==> src/shared/rtc_defs.svh <==
/*
 holds the offsets, field positions, reset values and timing counts
 of the calendar clock unit; assumes a 200 MHz core clock.
*/
`ifndef RTC_DEFS_SVH
`define RTC_DEFS_SVH
// apb byte offsets, one aligned word each
`define OFF_CTRL 8'h00
`define OFF_KEY 8'h04
`define OFF_CVH 8'h08
`define OFF_CVL 8'h0c
`define OFF_ACFG 8'h10
`define OFF_AVH 8'h14
`define OFF_AVL 8'h18
// control register bit positions
`define CTL_EN 7
`define CTL_WREN 5
`define CTL_SYNC 4
`define CTL_HALF 3
// unlock key values
`define KEY_FIRST 8'h55
`define KEY_SECOND 8'haa
// stored field masks per counter
`define MSK_MINUTE_SECOND_PAIR 8'h7f
`define MSK_HOUR 8'h3f
`define MSK_WDAY 8'h07
`define MSK_DAY 8'h3f
`define MSK_MON 8'h1f
// reset values of the calendar (bcd)
`define RST_DAY 8'h01
`define RST_MON 8'h01
`define RST_ZERO 8'h00
// timing: clock period and half-second span
`define CLK_PERIOD_PS 64'd5000
`define HALF_SEC_NS 64'd500000000
`define HALF_SEC_CYC (`HALF_SEC_NS * 64'd1000 / `CLK_PERIOD_PS)
`define SYNC_WIN_CYC 32
`endif

==> src/shared/rtc_pkg.sv <==
/*
 holds the types of the calendar clock unit; assumes nothing else.
*/
package rtc_pkg;
   // apb data word
   typedef logic [31:0] word_t;
   // apb byte address
   typedef logic [7:0] addr_t;
   // one packed bcd byte
   typedef logic [7:0] bcd_t;
   // unlock sequence progress
   typedef enum logic [2:0] {
      KEY_IDLE = 3'b001,
      KEY_HALF = 3'b010,
      KEY_OPEN = 3'b100
   } key_state_t;
endpackage

==> src/rtl/calendar_clock_unit.sv <==
/*
 calendar clock unit with four alarm pairs, apb slave with no wait states.
 assumes apb signals come from logic on clk_in.
*/
// Implementation choices: the register addresses and register access over APB.
`timescale 1ns/1ps
`include "rtc_defs.svh"
module calendar_clock_unit #(
   parameter int HALF_CYC = int'(`HALF_SEC_CYC),
   parameter int SYNC_CYC = `SYNC_WIN_CYC
) (
   input wire logic clk_in,
   input wire logic rst_in,
   input wire logic psel_in,
   input wire logic penable_in,
   input wire logic pwrite_in,
   input wire rtc_pkg::addr_t paddr_in,
   input wire rtc_pkg::word_t pwdata_in,
   output rtc_pkg::word_t prdata_out,
   output logic pready_out,
   output logic pslverr_out
);
   import rtc_pkg::*;
   localparam int PW = $clog2(HALF_CYC);
   localparam logic [PW-1:0] PRE_LAST = PW'(HALF_CYC - 1);
   localparam logic [PW-1:0] SYNC_AT = PW'(HALF_CYC - SYNC_CYC);

   // refuse prescaler and sync spans the logic cannot serve
   if (HALF_CYC < 2 || SYNC_CYC < 1 || SYNC_CYC >= HALF_CYC)
   begin : g_bad_span
      $error("bad half-second or sync span");
   end

   // next bcd value with wrap from last to first
   function automatic bcd_t bcd_inc(input bcd_t v, input bcd_t last,
                                    input bcd_t first);
      bcd_t r;
      r = v + 8'h01;
      if (v == last)
         r = first;
      else if (v[3:0] == 4'h9)
         r = {v[7:4] + 4'h1, 4'h0};
      return r;
   endfunction

   // a bcd year 00..99 divisible by four
   function automatic logic is_leap(input bcd_t y);
      logic even_tens;
      even_tens = ~y[4];
      if (even_tens)
         return y[3:0] == 4'h0 || y[3:0] == 4'h4 || y[3:0] == 4'h8;
      return y[3:0] == 4'h2 || y[3:0] == 4'h6;
   endfunction

   // last day of a month in bcd
   function automatic bcd_t last_day(input bcd_t m, input bcd_t y);
      bcd_t r;
      case (m)
         8'h02: r = is_leap(y) ? 8'h29 : 8'h28;
         8'h04, 8'h06, 8'h09, 8'h11: r = 8'h30;
         default: r = 8'h31;
      endcase
      return r;
   endfunction

   // prescaler stages: cycle count and half-second bit
   logic [PW-1:0] pre_q;
   logic half_q;
   // calendar counters, packed bcd
   bcd_t sec_q, min_q, hour_q, wday_q, day_q, mon_q, year_q;
   // control state
   logic en_q, wren_q;
   logic [1:0] cptr_q, aptr_q;
   key_state_t key_q;
   // alarm pairs, index {pointer, high}
   bcd_t alarm_q [0:7];
   // bus answer registers
   logic pready_q, pslverr_q;
   word_t prdata_q, rdata_d;

   // apb phases: setup answers next cycle, access completes
   wire setup = psel_in & ~penable_in & ~pready_q;
   wire acc = psel_in & penable_in & pready_q;
   wire wr = acc & pwrite_in;

   // address decode
   wire sel_ctl = paddr_in == `OFF_CTRL;
   wire sel_key = paddr_in == `OFF_KEY;
   wire sel_cvh = paddr_in == `OFF_CVH;
   wire sel_cvl = paddr_in == `OFF_CVL;
   wire sel_acfg = paddr_in == `OFF_ACFG;
   wire sel_avh = paddr_in == `OFF_AVH;
   wire sel_avl = paddr_in == `OFF_AVL;
   wire mapped = sel_ctl | sel_key | sel_cvh | sel_cvl | sel_acfg | sel_avh | sel_avl;
   wire [7:0] wb = pwdata_in[7:0];

   // gated time-window writes
   wire cw_hi = wr & sel_cvh & wren_q;
   wire cw_lo = wr & sel_cvl & wren_q;
   wire w_min = cw_hi & (cptr_q == 2'b00);
   wire w_sec = cw_lo & (cptr_q == 2'b00);
   wire w_wday = cw_hi & (cptr_q == 2'b01);
   wire w_hour = cw_lo & (cptr_q == 2'b01);
   wire w_mon = cw_hi & (cptr_q == 2'b10);
   wire w_day = cw_lo & (cptr_q == 2'b10);
   wire w_year = cw_lo & (cptr_q == 2'b11);
   wire w_minute_second_pair = w_min | w_sec;

   // carry chain from the second tick upward
   wire pre_end = en_q & (pre_q == PRE_LAST);
   wire c_sec = pre_end & half_q;
   wire c_min = c_sec & (sec_q == 8'h59);
   wire c_hour = c_min & (min_q == 8'h59);
   wire c_day = c_hour & (hour_q == 8'h23);
   wire c_mon = c_day & (day_q == last_day(mon_q, year_q));
   wire c_year = c_mon & (mon_q == 8'h12);

   // rollover pending near the second edge
   wire sync = en_q & half_q & (pre_q >= SYNC_AT);

   // alarm window indices
   wire [2:0] a_hi = {aptr_q, 1'b1};
   wire [2:0] a_lo = {aptr_q, 1'b0};
   wire a_mask = aptr_q == 2'b00;

   // prescaler, cleared by any minute/second write
   always_ff @(posedge clk_in)
   begin
      if (rst_in || w_minute_second_pair)
      begin
         pre_q <= '0;
         half_q <= 1'b0;
      end
      else if (pre_end)
      begin
         pre_q <= '0;
         half_q <= ~half_q;
      end
      else if (en_q)
      begin
         pre_q <= pre_q + PW'(1);
      end
   end

   // seconds and minutes: a write wins over the tick
   always_ff @(posedge clk_in)
   begin
      if (rst_in)
      begin
         sec_q <= `RST_ZERO;
         min_q <= `RST_ZERO;
      end
      else
      begin
         if (w_sec)
            sec_q <= wb & `MSK_MINUTE_SECOND_PAIR;
         else if (c_sec)
            sec_q <= bcd_inc(sec_q, 8'h59, 8'h00);
         if (w_min)
            min_q <= wb & `MSK_MINUTE_SECOND_PAIR;
         else if (c_min)
            min_q <= bcd_inc(min_q, 8'h59, 8'h00);
      end
   end

   // hours and weekday
   always_ff @(posedge clk_in)
   begin
      if (rst_in)
      begin
         hour_q <= `RST_ZERO;
         wday_q <= `RST_ZERO;
      end
      else
      begin
         if (w_hour)
            hour_q <= wb & `MSK_HOUR;
         else if (c_hour)
            hour_q <= bcd_inc(hour_q, 8'h23, 8'h00);
         if (w_wday)
            wday_q <= wb & `MSK_WDAY;
         else if (c_day)
            wday_q <= bcd_inc(wday_q, 8'h06, 8'h00);
      end
   end

   // day, month and year
   always_ff @(posedge clk_in)
   begin
      if (rst_in)
      begin
         day_q <= `RST_DAY;
         mon_q <= `RST_MON;
         year_q <= `RST_ZERO;
      end
      else
      begin
         if (w_day)
            day_q <= wb & `MSK_DAY;
         else if (c_day)
            day_q <= bcd_inc(day_q, last_day(mon_q, year_q), 8'h01);
         if (w_mon)
            mon_q <= wb & `MSK_MON;
         else if (c_mon)
            mon_q <= bcd_inc(mon_q, 8'h12, 8'h01);
         if (w_year)
            year_q <= wb;
         else if (c_year)
            year_q <= bcd_inc(year_q, 8'h99, 8'h00);
      end
   end

   // unlock sequence: each completed access moves it
   always_ff @(posedge clk_in)
   begin
      if (rst_in)
         key_q <= KEY_IDLE;
      else if (acc)
      begin
         if (wr && sel_key && wb == `KEY_FIRST)
            key_q <= KEY_HALF;
         else if (wr && sel_key && wb == `KEY_SECOND && key_q == KEY_HALF)
            key_q <= KEY_OPEN;
         else
            key_q <= KEY_IDLE;
      end
   end

   // control bits and clock pointer
   always_ff @(posedge clk_in)
   begin
      if (rst_in)
      begin
         en_q <= 1'b0;
         wren_q <= 1'b0;
         cptr_q <= 2'b00;
      end
      else if (wr && sel_ctl)
      begin
         en_q <= wb[`CTL_EN];
         // set only straight after the key pair, clear any time
         wren_q <= wb[`CTL_WREN] & (wren_q | key_q == KEY_OPEN);
         cptr_q <= wb[1:0];
      end
      else if (acc && sel_cvh && cptr_q != 2'b00)
         cptr_q <= cptr_q - 2'b01;
   end

   // alarm pointer and alarm storage
   always_ff @(posedge clk_in)
   begin
      if (rst_in)
         aptr_q <= 2'b00;
      else if (wr && sel_acfg)
         aptr_q <= wb[1:0];
      else if (acc && sel_avh && aptr_q != 2'b00)
         aptr_q <= aptr_q - 2'b01;
   end

   // alarm pairs hold software values, no reset
   always_ff @(posedge clk_in)
   begin
      if (wr && sel_avh)
         alarm_q[a_hi] <= a_mask ? (wb & `MSK_MINUTE_SECOND_PAIR) : wb;
      if (wr && sel_avl)
         alarm_q[a_lo] <= a_mask ? (wb & `MSK_MINUTE_SECOND_PAIR) : wb;
   end

   // read mux, byte in the low lane
   always_comb
   begin
      rdata_d = '0;
      if (sel_ctl)
         rdata_d[7:0] = {en_q, 1'b0, wren_q, sync, half_q, 1'b0, cptr_q};
      else if (sel_cvh)
      begin
         case (cptr_q)
            2'b00: rdata_d[7:0] = min_q;
            2'b01: rdata_d[7:0] = wday_q;
            2'b10: rdata_d[7:0] = mon_q;
            default: rdata_d[7:0] = 8'h00;
         endcase
      end
      else if (sel_cvl)
      begin
         case (cptr_q)
            2'b00: rdata_d[7:0] = sec_q;
            2'b01: rdata_d[7:0] = hour_q;
            2'b10: rdata_d[7:0] = day_q;
            default: rdata_d[7:0] = year_q;
         endcase
      end
      else if (sel_acfg)
         rdata_d[1:0] = aptr_q;
      else if (sel_avh)
         rdata_d[7:0] = alarm_q[a_hi] & (a_mask ? `MSK_MINUTE_SECOND_PAIR : 8'hff);
      else if (sel_avl)
         rdata_d[7:0] = alarm_q[a_lo] & (a_mask ? `MSK_MINUTE_SECOND_PAIR : 8'hff);
   end

   // bus answer: ready one cycle after setup
   always_ff @(posedge clk_in)
   begin
      if (rst_in)
      begin
         pready_q <= 1'b0;
         pslverr_q <= 1'b0;
         prdata_q <= '0;
      end
      else
      begin
         pready_q <= setup;
         pslverr_q <= setup & ~mapped;
         prdata_q <= (setup && !pwrite_in) ? rdata_d : '0;
      end
   end
   assign pready_out = pready_q;
   assign pslverr_out = pslverr_q;
   assign prdata_out = prdata_q;
endmodule

==> config.mk <==
export PLATFORM = sky130hd
export DESIGN_NAME = calendar_clock_unit
export DESIGN_NICKNAME = d
export VERILOG_FILES = /design/src/shared/rtc_pkg.sv /design/src/rtl/calendar_clock_unit.sv
export VERILOG_INCLUDE_DIRS = /design/src /design/src/shared
export SDC_FILE = /design/constraint.sdc
export NUM_CORES = 1
export LEC_CHECK = 0
export BUFFER_PORTS_ARGS = -buffer_cell sky130_fd_sc_hd__buf_2
export CORE_UTILIZATION = 32
export CTS_BUF_LIST = sky130_fd_sc_hd__clkbuf_16
export CTS_CLUSTER_DIAMETER = 60
export DETAILED_ROUTE_END_ITERATION = 10
export PLACE_DENSITY = 0.59
export SLEW_MARGIN = 10
export SYNTH_ARGS = -nofsm -noshare
export SYNTH_HDL_FRONTEND = slang
export SYNTH_SLANG_ARGS = --single-unit
export TNS_END_PERCENT = 20
==> constraint.sdc <==
create_clock -name clk_in -period 3.72 [get_ports clk_in]
set_input_delay 1.116 -clock clk_in [delete_from_list [all_inputs] [get_ports clk_in]]
set_output_delay 1.116 -clock clk_in [all_outputs]
set_load 0.1 [all_outputs]
==> results of run 1 <==
-- sequential cells by signal, indices dropped and copies added (netlist names), named ones only --
signal,cells
half_q,1
en_q,1
hour_q,8
pready_out,1
day_q,8
wday_q,8
wren_q,1
cptr_q,2
alarm_q,64
prdata_out,8
min_q,8
pslverr_out,1
key_q,3
sec_q,8
mon_q,8
aptr_q,2
pre_q,27
year_q,8
-- cell usage after synthesis, types with 3 or more instances --
cell	n
buf_4	26
and4_1	7
mux2i_1	16
or2_2	3
nor2b_1	11
nor4_1	16
dfxtp_1	105
nand3b_1	7
nor3_1	41
nand4_1	22
nor3b_1	8
o21bai_1	5
a41oi_1	3
nand3_1	31
buf_2	6
xor2_1	24
nand2_1	80
nor2_1	119
buf_1	6
or4_1	6
a22oi_1	13
or3_1	8
a311oi_1	5
a2111oi_2	3
a211oi_1	22
a21o_1	3
a211o_1	3
ha_1	33
a21oi_1	50
xnor2_1	18
edfxtp_1	64
and2_1	10
o211ai_1	4
o21ai_0	30
a31oi_1	19
and3_1	8
inv_1	35
a222oi_1	17
nand4b_1	4
o22ai_1	3
mux4_2	16
nand2b_1	12
clkbuf_1	47
nor4b_1	4
-- per-layer routing --
layer  part of all wire [%]  up-vias
li1                       -     3704
met1                     46     3721
met2                     47      233
met3                    5.6       40
met4                    1.9        0
met5                      0        -
-- placed cells by master (no fill, tap or decap), types with 11 or more instances in the layout --
cell	n
a211oi_1	22
a21oi_1	50
a222oi_1	17
a22oi_1	13
a31oi_1	19
buf_2	30
buf_4	29
clkbuf_16	17
conb_1	24
dfxtp_1	105
edfxtp_1	64
ha_1	33
inv_1	35
mux2i_1	16
mux4_2	16
nand2_1	80
nand2b_1	12
nand3_1	31
nand4_1	22
nor2_1	119
nor2b_1	11
nor3_1	41
nor4_1	13
o21ai_0	30
xnor2_1	18
xor2_1	24
-- metrics by stage --
step,hold slack [ns],power [mW]
2_1_floorplan,0.445,2.13
3_3_place_gp,0.479,2.17
3_5_place_dp,0.496,2.17
4_1_cts,0.508,4.01
5_1_grt,0.544,4.09
6_report,0.503,3.97
-- worst max-delay path, delay by kind of cell, from the launching register on --
family | cells | cell delay [ns]
adder cells (fa/ha/maj) | 1 | 0.24
AND/OR/NAND/NOR | 6 | 2.19
AO/OA/AOI/OAI | 1 | 0.16
flip-flops | 1 | 0.44
-- path summary, 6_finish.rpt --
path	startpoint	to	slack (ns)	depth (start not counted)
setup / recovery	pre_q[0]	year_q[4]	0.59	8
hold / removal	key_q[1]	key_q[1]	0.50	2
setup reg to reg	pre_q[0]	year_q[4]	0.59	8
hold reg to reg	key_q[1]	key_q[1]	0.50	2
-- final cells by class --
type / instances / area share [%]
Clock buffer: 17 / 4.04
Clock inverter: 15 / 1.78
Inverter: 35 / 1.25
Multi-Input combinational cell: 743 / 46.7
Sequential cell: 169 / 38.2
Tap cell: 384 / 4.56
Timing Repair Buffer: 59 / 3.49
-- report_power, final --
group / internal [mW] / switching, mW / total (mW)
clock: 0.922 / 0.920 / 1.84
sequential: 1.92 / 0.00237 / 1.92
combinational: 0.0261 / 0.186 / 0.212
-- cells by family after synthesis --
logic type | synth area share (%)
xor+xnor | 3.91
mux | 5.66
buf+inv | 6.03
flops | 42.8
fa+ha+maj | 4.39
simple gates | 23.0
other cells | 0.0399
compound gates | 14.2
==> results.md, run 1 <==
- Status: finished clean
- Grt met3 use: 2.41%
- DP Cell Count: 1390
- Total CTS buffers: 17
- Vias in the first global route: 7192
- Pwr dens: 377 nW/µm²
- Synthesized area per cell: 9.31 µm²
- Sink Count: 169
- Crit path kind: flop to flop
- Synth top area cells: dfxtp_1 (22%), edfxtp_1 (20%), nor2_1 (4.8%)
- Reg area: 4020 µm²
- Final std cells w/o fill: 1422
- DRT antenna net count: 0
- Core Region: 28800 µm²
- Layout cells sized above 1: 12.7%
- DR vias/cell: 5.41
- Period minus WS final: 3.13 ns
- Startpoint types: flop
- Setup WS pre-CTS: 0.477 ns
- Number of flops mapped to enable cells by yosys: 64
- Area of the multi-input gates: 4920 µm²
- CTS tree: built
- Final HPWL DP: 17800 µm
- Slowest CP cell: or4_4
- Row count: 62
- Placed cell areas: 9920 µm²
- Critical path, cell by cell: ha_1 > nand4_2 > or3_1 > or4_4 > nor2_4 > nand3_2 > or4_1 > a31oi_1
- CTS Root Cell: clkbuf_16
- Gr busiest metal: met2
- Mapped Area: 9400 µm²
- Total Routed Length: 25600 µm
- Area growth syn-to-layout: 12.0%
- Worst-Skew Late Latency: 0.44 ns
- Initial antenna violation count: 0
- Setup violators final: 0
- Worst hold path type: flop to flop
- Required time of the critical path: 4.09 ns
- Met2 Use GR: 27.9%
- Achievable Freq: 320 MHz
- Antenna fix cells: 0
- Post-CTS sizing: 0
- CTS Hold Bufs: 0
- Most area-hungry cell type in the Yosys netlist: dfxtp_1
- Max-Cap Viols: 0
- Critical Path Max Stage Delay: 0.67 ns
- Post-route cell area: 10500 µm²
- Die height: 173 µm
- Count of cell types in the netlist: 75
- Final setup TNS: 0 ns
- Synthesized instance count: 1010
- Setup Skew: 0.0176 ns
- Vias: 7698
- Crit path capture type: flop
- Critical Path Fanout Max: 12
- GR Overflow Total: 0
- Largest net degree at the start of global routing: 41
- Seq/Total Area, Yosys: 42.8%
- Synth warn: 0
- Tot GR Track Use: 17.0%
- Slew Viols, Final: 0
- First-pass GRT wire length: 40300 µm
- Measured slew at the worst slew-check pin: 0.856 ns
- Post-CTS Setup Bufs: 0
- Fin nets: 1103
- Initial core utilization: 32.7%
- #FFs+latches synth: 169
- CTS Buffer Depth: 2
- Worst VDD drop: 0.297 mV
- Lkg Pwr: 3.53 nW
- Worst slew margin: 42.9%
- H-Tree Depth: 4
- Routed len/inst: 18.0 µm
- Final WS setup: 0.595 ns
- Crit path DAT: 3.49 ns
- Filler cells: 2897
- Synth async-reset ratio: 0%
- M1 GR Usage: 23.1%
- Primary FF master, synth: dfxtp_1
- Final hold vios: 0
- Reg clk slew, reported paths: 0.08 ns
- Drt pass-1 iters: 6
- Die area: 30100 µm²
- IO Pins: 79
- RSZ-0062 raised after global routing: no
- Final Util: 36.6%
- DR iter-0 viols: 573
- DRC violations left: 0
- Die Width: 173 µm
- Final period utilization: 84.0%
- Synth top area share: 22.4%
- Gpl congestion: 0.850
- I/O Buffers: 30
(Power assumes the default switching activity.)
==> run 2: changes to the inputs <==
Settings changed: PLACE_DENSITY 0.59 to 0.61.
Clock period 3.72 ns to 2.6 ns, I/O delays scaled along.
==> run 2 against run 1 <==
The run now ends with setup timing left. Sequential share of layout area shrank 3.8 points. Non-clock buffer count grew 125. Largest cell class unchanged. Largest power group unchanged. Flip-flop and latch count did not move. Clock skew decreased by 0.0021 ns. Count of clock-buffer cells in the layout unchanged. Final cell count rose by 8.8%. Register-to-register slack got worse by 0.78 ns. Power is 44% higher. Wire length rose by 7.1%.
==> results.md, run 2 (synthesized netlist as in run 1, its figures left out) <==
- Crit path DAT: 3.10 ns (-0.39 ns)
- Final Util: 40.6% (+4.0 points)
- Fin nets: 1228 (+11%)
- Reg clk slew, reported paths: 0.07 ns (about the same)
- Slew Viols, Final: 0 (unchanged)
- Worst reg2reg path endpoint: wday_q[5]
- Crit path kind: flop to flop
- Total Routed Length: 27400 µm (+7.1%)
- CTS Buffer Depth: 2 (unchanged)
- Antenna fix cells: 0 (unchanged)
- Vias: 8301 (+7.8%)
- Largest net degree at the start of global routing: 65 (+59%)
- Pwr dens: 488 nW/µm² (+30%)
- Worst VDD drop: 0.304 mV (+2.4%)
- Hold Path End: key_q[1]
- Placed cell areas: 10900 µm² (+9.5%)
- Worst slew margin: 61.0% (+18 points)
- DRC violations left: 0 (unchanged)
- IO Pins: 79 (unchanged)
- Routed met3 length: 1600 µm (+11%)
- R2r startpoint: pre_q[8]
- Gpl congestion: 0.885 (+4.2%)
- Period minus WS final: 2.78 ns (-0.343 ns)
- Final hold vios: 0 (unchanged)
- Setup WS pre-CTS: -0.152 ns (-0.629 ns)
- Fin Hold WS: 0.488 ns (-0.0151 ns)
- Die area: 30100 µm² (unchanged)
- Most frequent cells in the layout: buf_4 (147), nor2_1 (117), dfxtp_1 (102)
- Setup violators final: 19 (+19)
- Top layer in use: met4
- Lkg Pwr: 4.22 nW (+20%)
- Max-Cap Viols: 0 (unchanged)
- Initial core utilization: 32.7% (unchanged)
- H-Tree Depth: 4 (unchanged)
- Worst hold path type: flop to flop
- Max reg flops: 64 (unchanged)
- Final WS setup: -0.183 ns (-0.777 ns)
- Drt pass-1 iters: 6 (unchanged)
- GR Overflow Total: 0 (unchanged)
- Regs by FF count: alarm_q: 64 flops, pre_q: 27 flops
- Status: finished with violations
- WL met2: 12800 µm (+7.7%)
- Startpoint types: flop
- Die Width: 173 µm (unchanged)
- Layout cells sized above 1: 24.3% (+12 points)
- Measured slew at the worst slew-check pin: 0.584 ns (-0.272 ns)
- Row count: 62 (unchanged)
- Filler cells: 2754 (-4.9%)
- Post-route cell area: 11700 µm² (+11%)
- Die height: 173 µm (unchanged)
- Core Region: 28800 µm² (unchanged)
- Area growth syn-to-layout: 24.4%
- Worst Hold Depth: 2 (unchanged)
- I/O Buffers: 30 (unchanged)
- RSZ-0062 raised after global routing: yes
- Required time of the critical path: 2.92 ns (-1.17 ns)
- Achievable Freq: 359 MHz (+12%)
- Reg area: 4030 µm² (about the same)
- Setup Skew: 0.0155 ns (-0.00210 ns)
- CTS tree: built
- Crit path capture type: flop
- DR vias/cell: 5.37 (-0.88%)
- First-pass GRT wire length: 43000 µm (+6.7%)
- Critical Path Fanout Max: 7 (-5)
- Sink Count: 169 (unchanged)
- Area of the multi-input gates: 5070 µm² (+3.2%)
- Worst reg-to-reg setup slack: -0.18 ns (-0.78 ns)
- M1 WL: 12200 µm (+4.2%)
- Biggest register: alarm_q
- Initial antenna violation count: 0 (unchanged)
- Final HPWL DP: 19800 µm (+11%)
- Commonest non-fill, non-tap cell in the layout: buf_4
- Worst-Skew Late Latency: 0.45 ns (about the same)
- DRT antenna net count: 0 (unchanged)
- Final setup TNS: -1.05 ns (-1.05 ns)
- Final period utilization: 107% (+23 points)
- Total CTS buffers: 17 (unchanged)
- Hold Startpoint: key_q[1]
- CTS Root Cell: clkbuf_16
- Tot GR Track Use: 18.3% (+1.3 points)
- Routed len/inst: 17.7 µm (-1.6%)
- R2R cell count: 7 (-1)
- Vias in the first global route: 7705 (+7.1%)
- DR iter-0 viols: 782 (+36%)
- Failing checks: setup timing
[run 2: routing by layer]
layer	up-vias	GRT usage, %
met5	-	0
met4	0	7.04
met3	47	2.83
met2	304	29.0
met1	3991	25.0
li1	3959	-
[run 2: cell type report]
cell class                      instances  share of cell area (%)
Clock inverter                         15                    1.61
Tap cell                              384                    4.11
Clock buffer                           17                    3.64
Multi-Input combinational cell        743                    43.4
Sequential cell                       169                    34.4
Timing Repair Buffer                  184                    11.7
Inverter                               35                    1.12
[run 2: report_power, final]
| group | internal, mW | leakage [nW] | switching [mW] |
|---|---|---|---|
| sequential | 2.74 | 1.42 | 0.00370 |
| combinational | 0.0531 | 2.50 | 0.270 |
| clock | 1.32 | 0.301 | 1.32 |
| total | 4.12 | 4.22 | 1.59 |
[run 2: worst max-delay path by stage]
stage,slack [ns],startpoint,cells after the start,end
2_1_floorplan,-0.18,pre_q[1],9,year_q[4]
3_3_place_gp,-0.17,pre_q[8],8,wday_q[7]
3_5_place_dp,-0.15,pre_q[8],8,day_q[4]
4_1_cts,-0.17,pre_q[8],7,wday_q[5]
5_1_grt,-0.22,pre_q[8],7,wday_q[5]
6_report,-0.18,pre_q[8],7,wday_q[5]
[run 2: critical path, stage by stage (launching register included)]
cell	delay, ns
dfxtp_2	0.32
or3_4	0.39
or4_4	0.42
or4_4	0.53
or2_4	0.29
or4_4	0.48
a21oi_2	0.17
nor4_2	0.05
[run 2: repair_timing]
action	CTS	global route
setup buffers	2	3
pin swaps	4	11
endpoints found under the setup margin	26	43
hold buffers	0	0
hold endpoints to repair	0	0
gates cloned	0	0
resized for setup	14	26
[run 2: per-stage QoR]
step | cells | power (mW)
2_1_floorplan | 1033 | 3.06
3_3_place_gp | 1510 | 3.13
3_5_place_dp | 1510 | 3.13
4_1_cts | 1544 | 5.76
5_1_grt | 1547 | 5.87
6_report | 1547 | 5.71
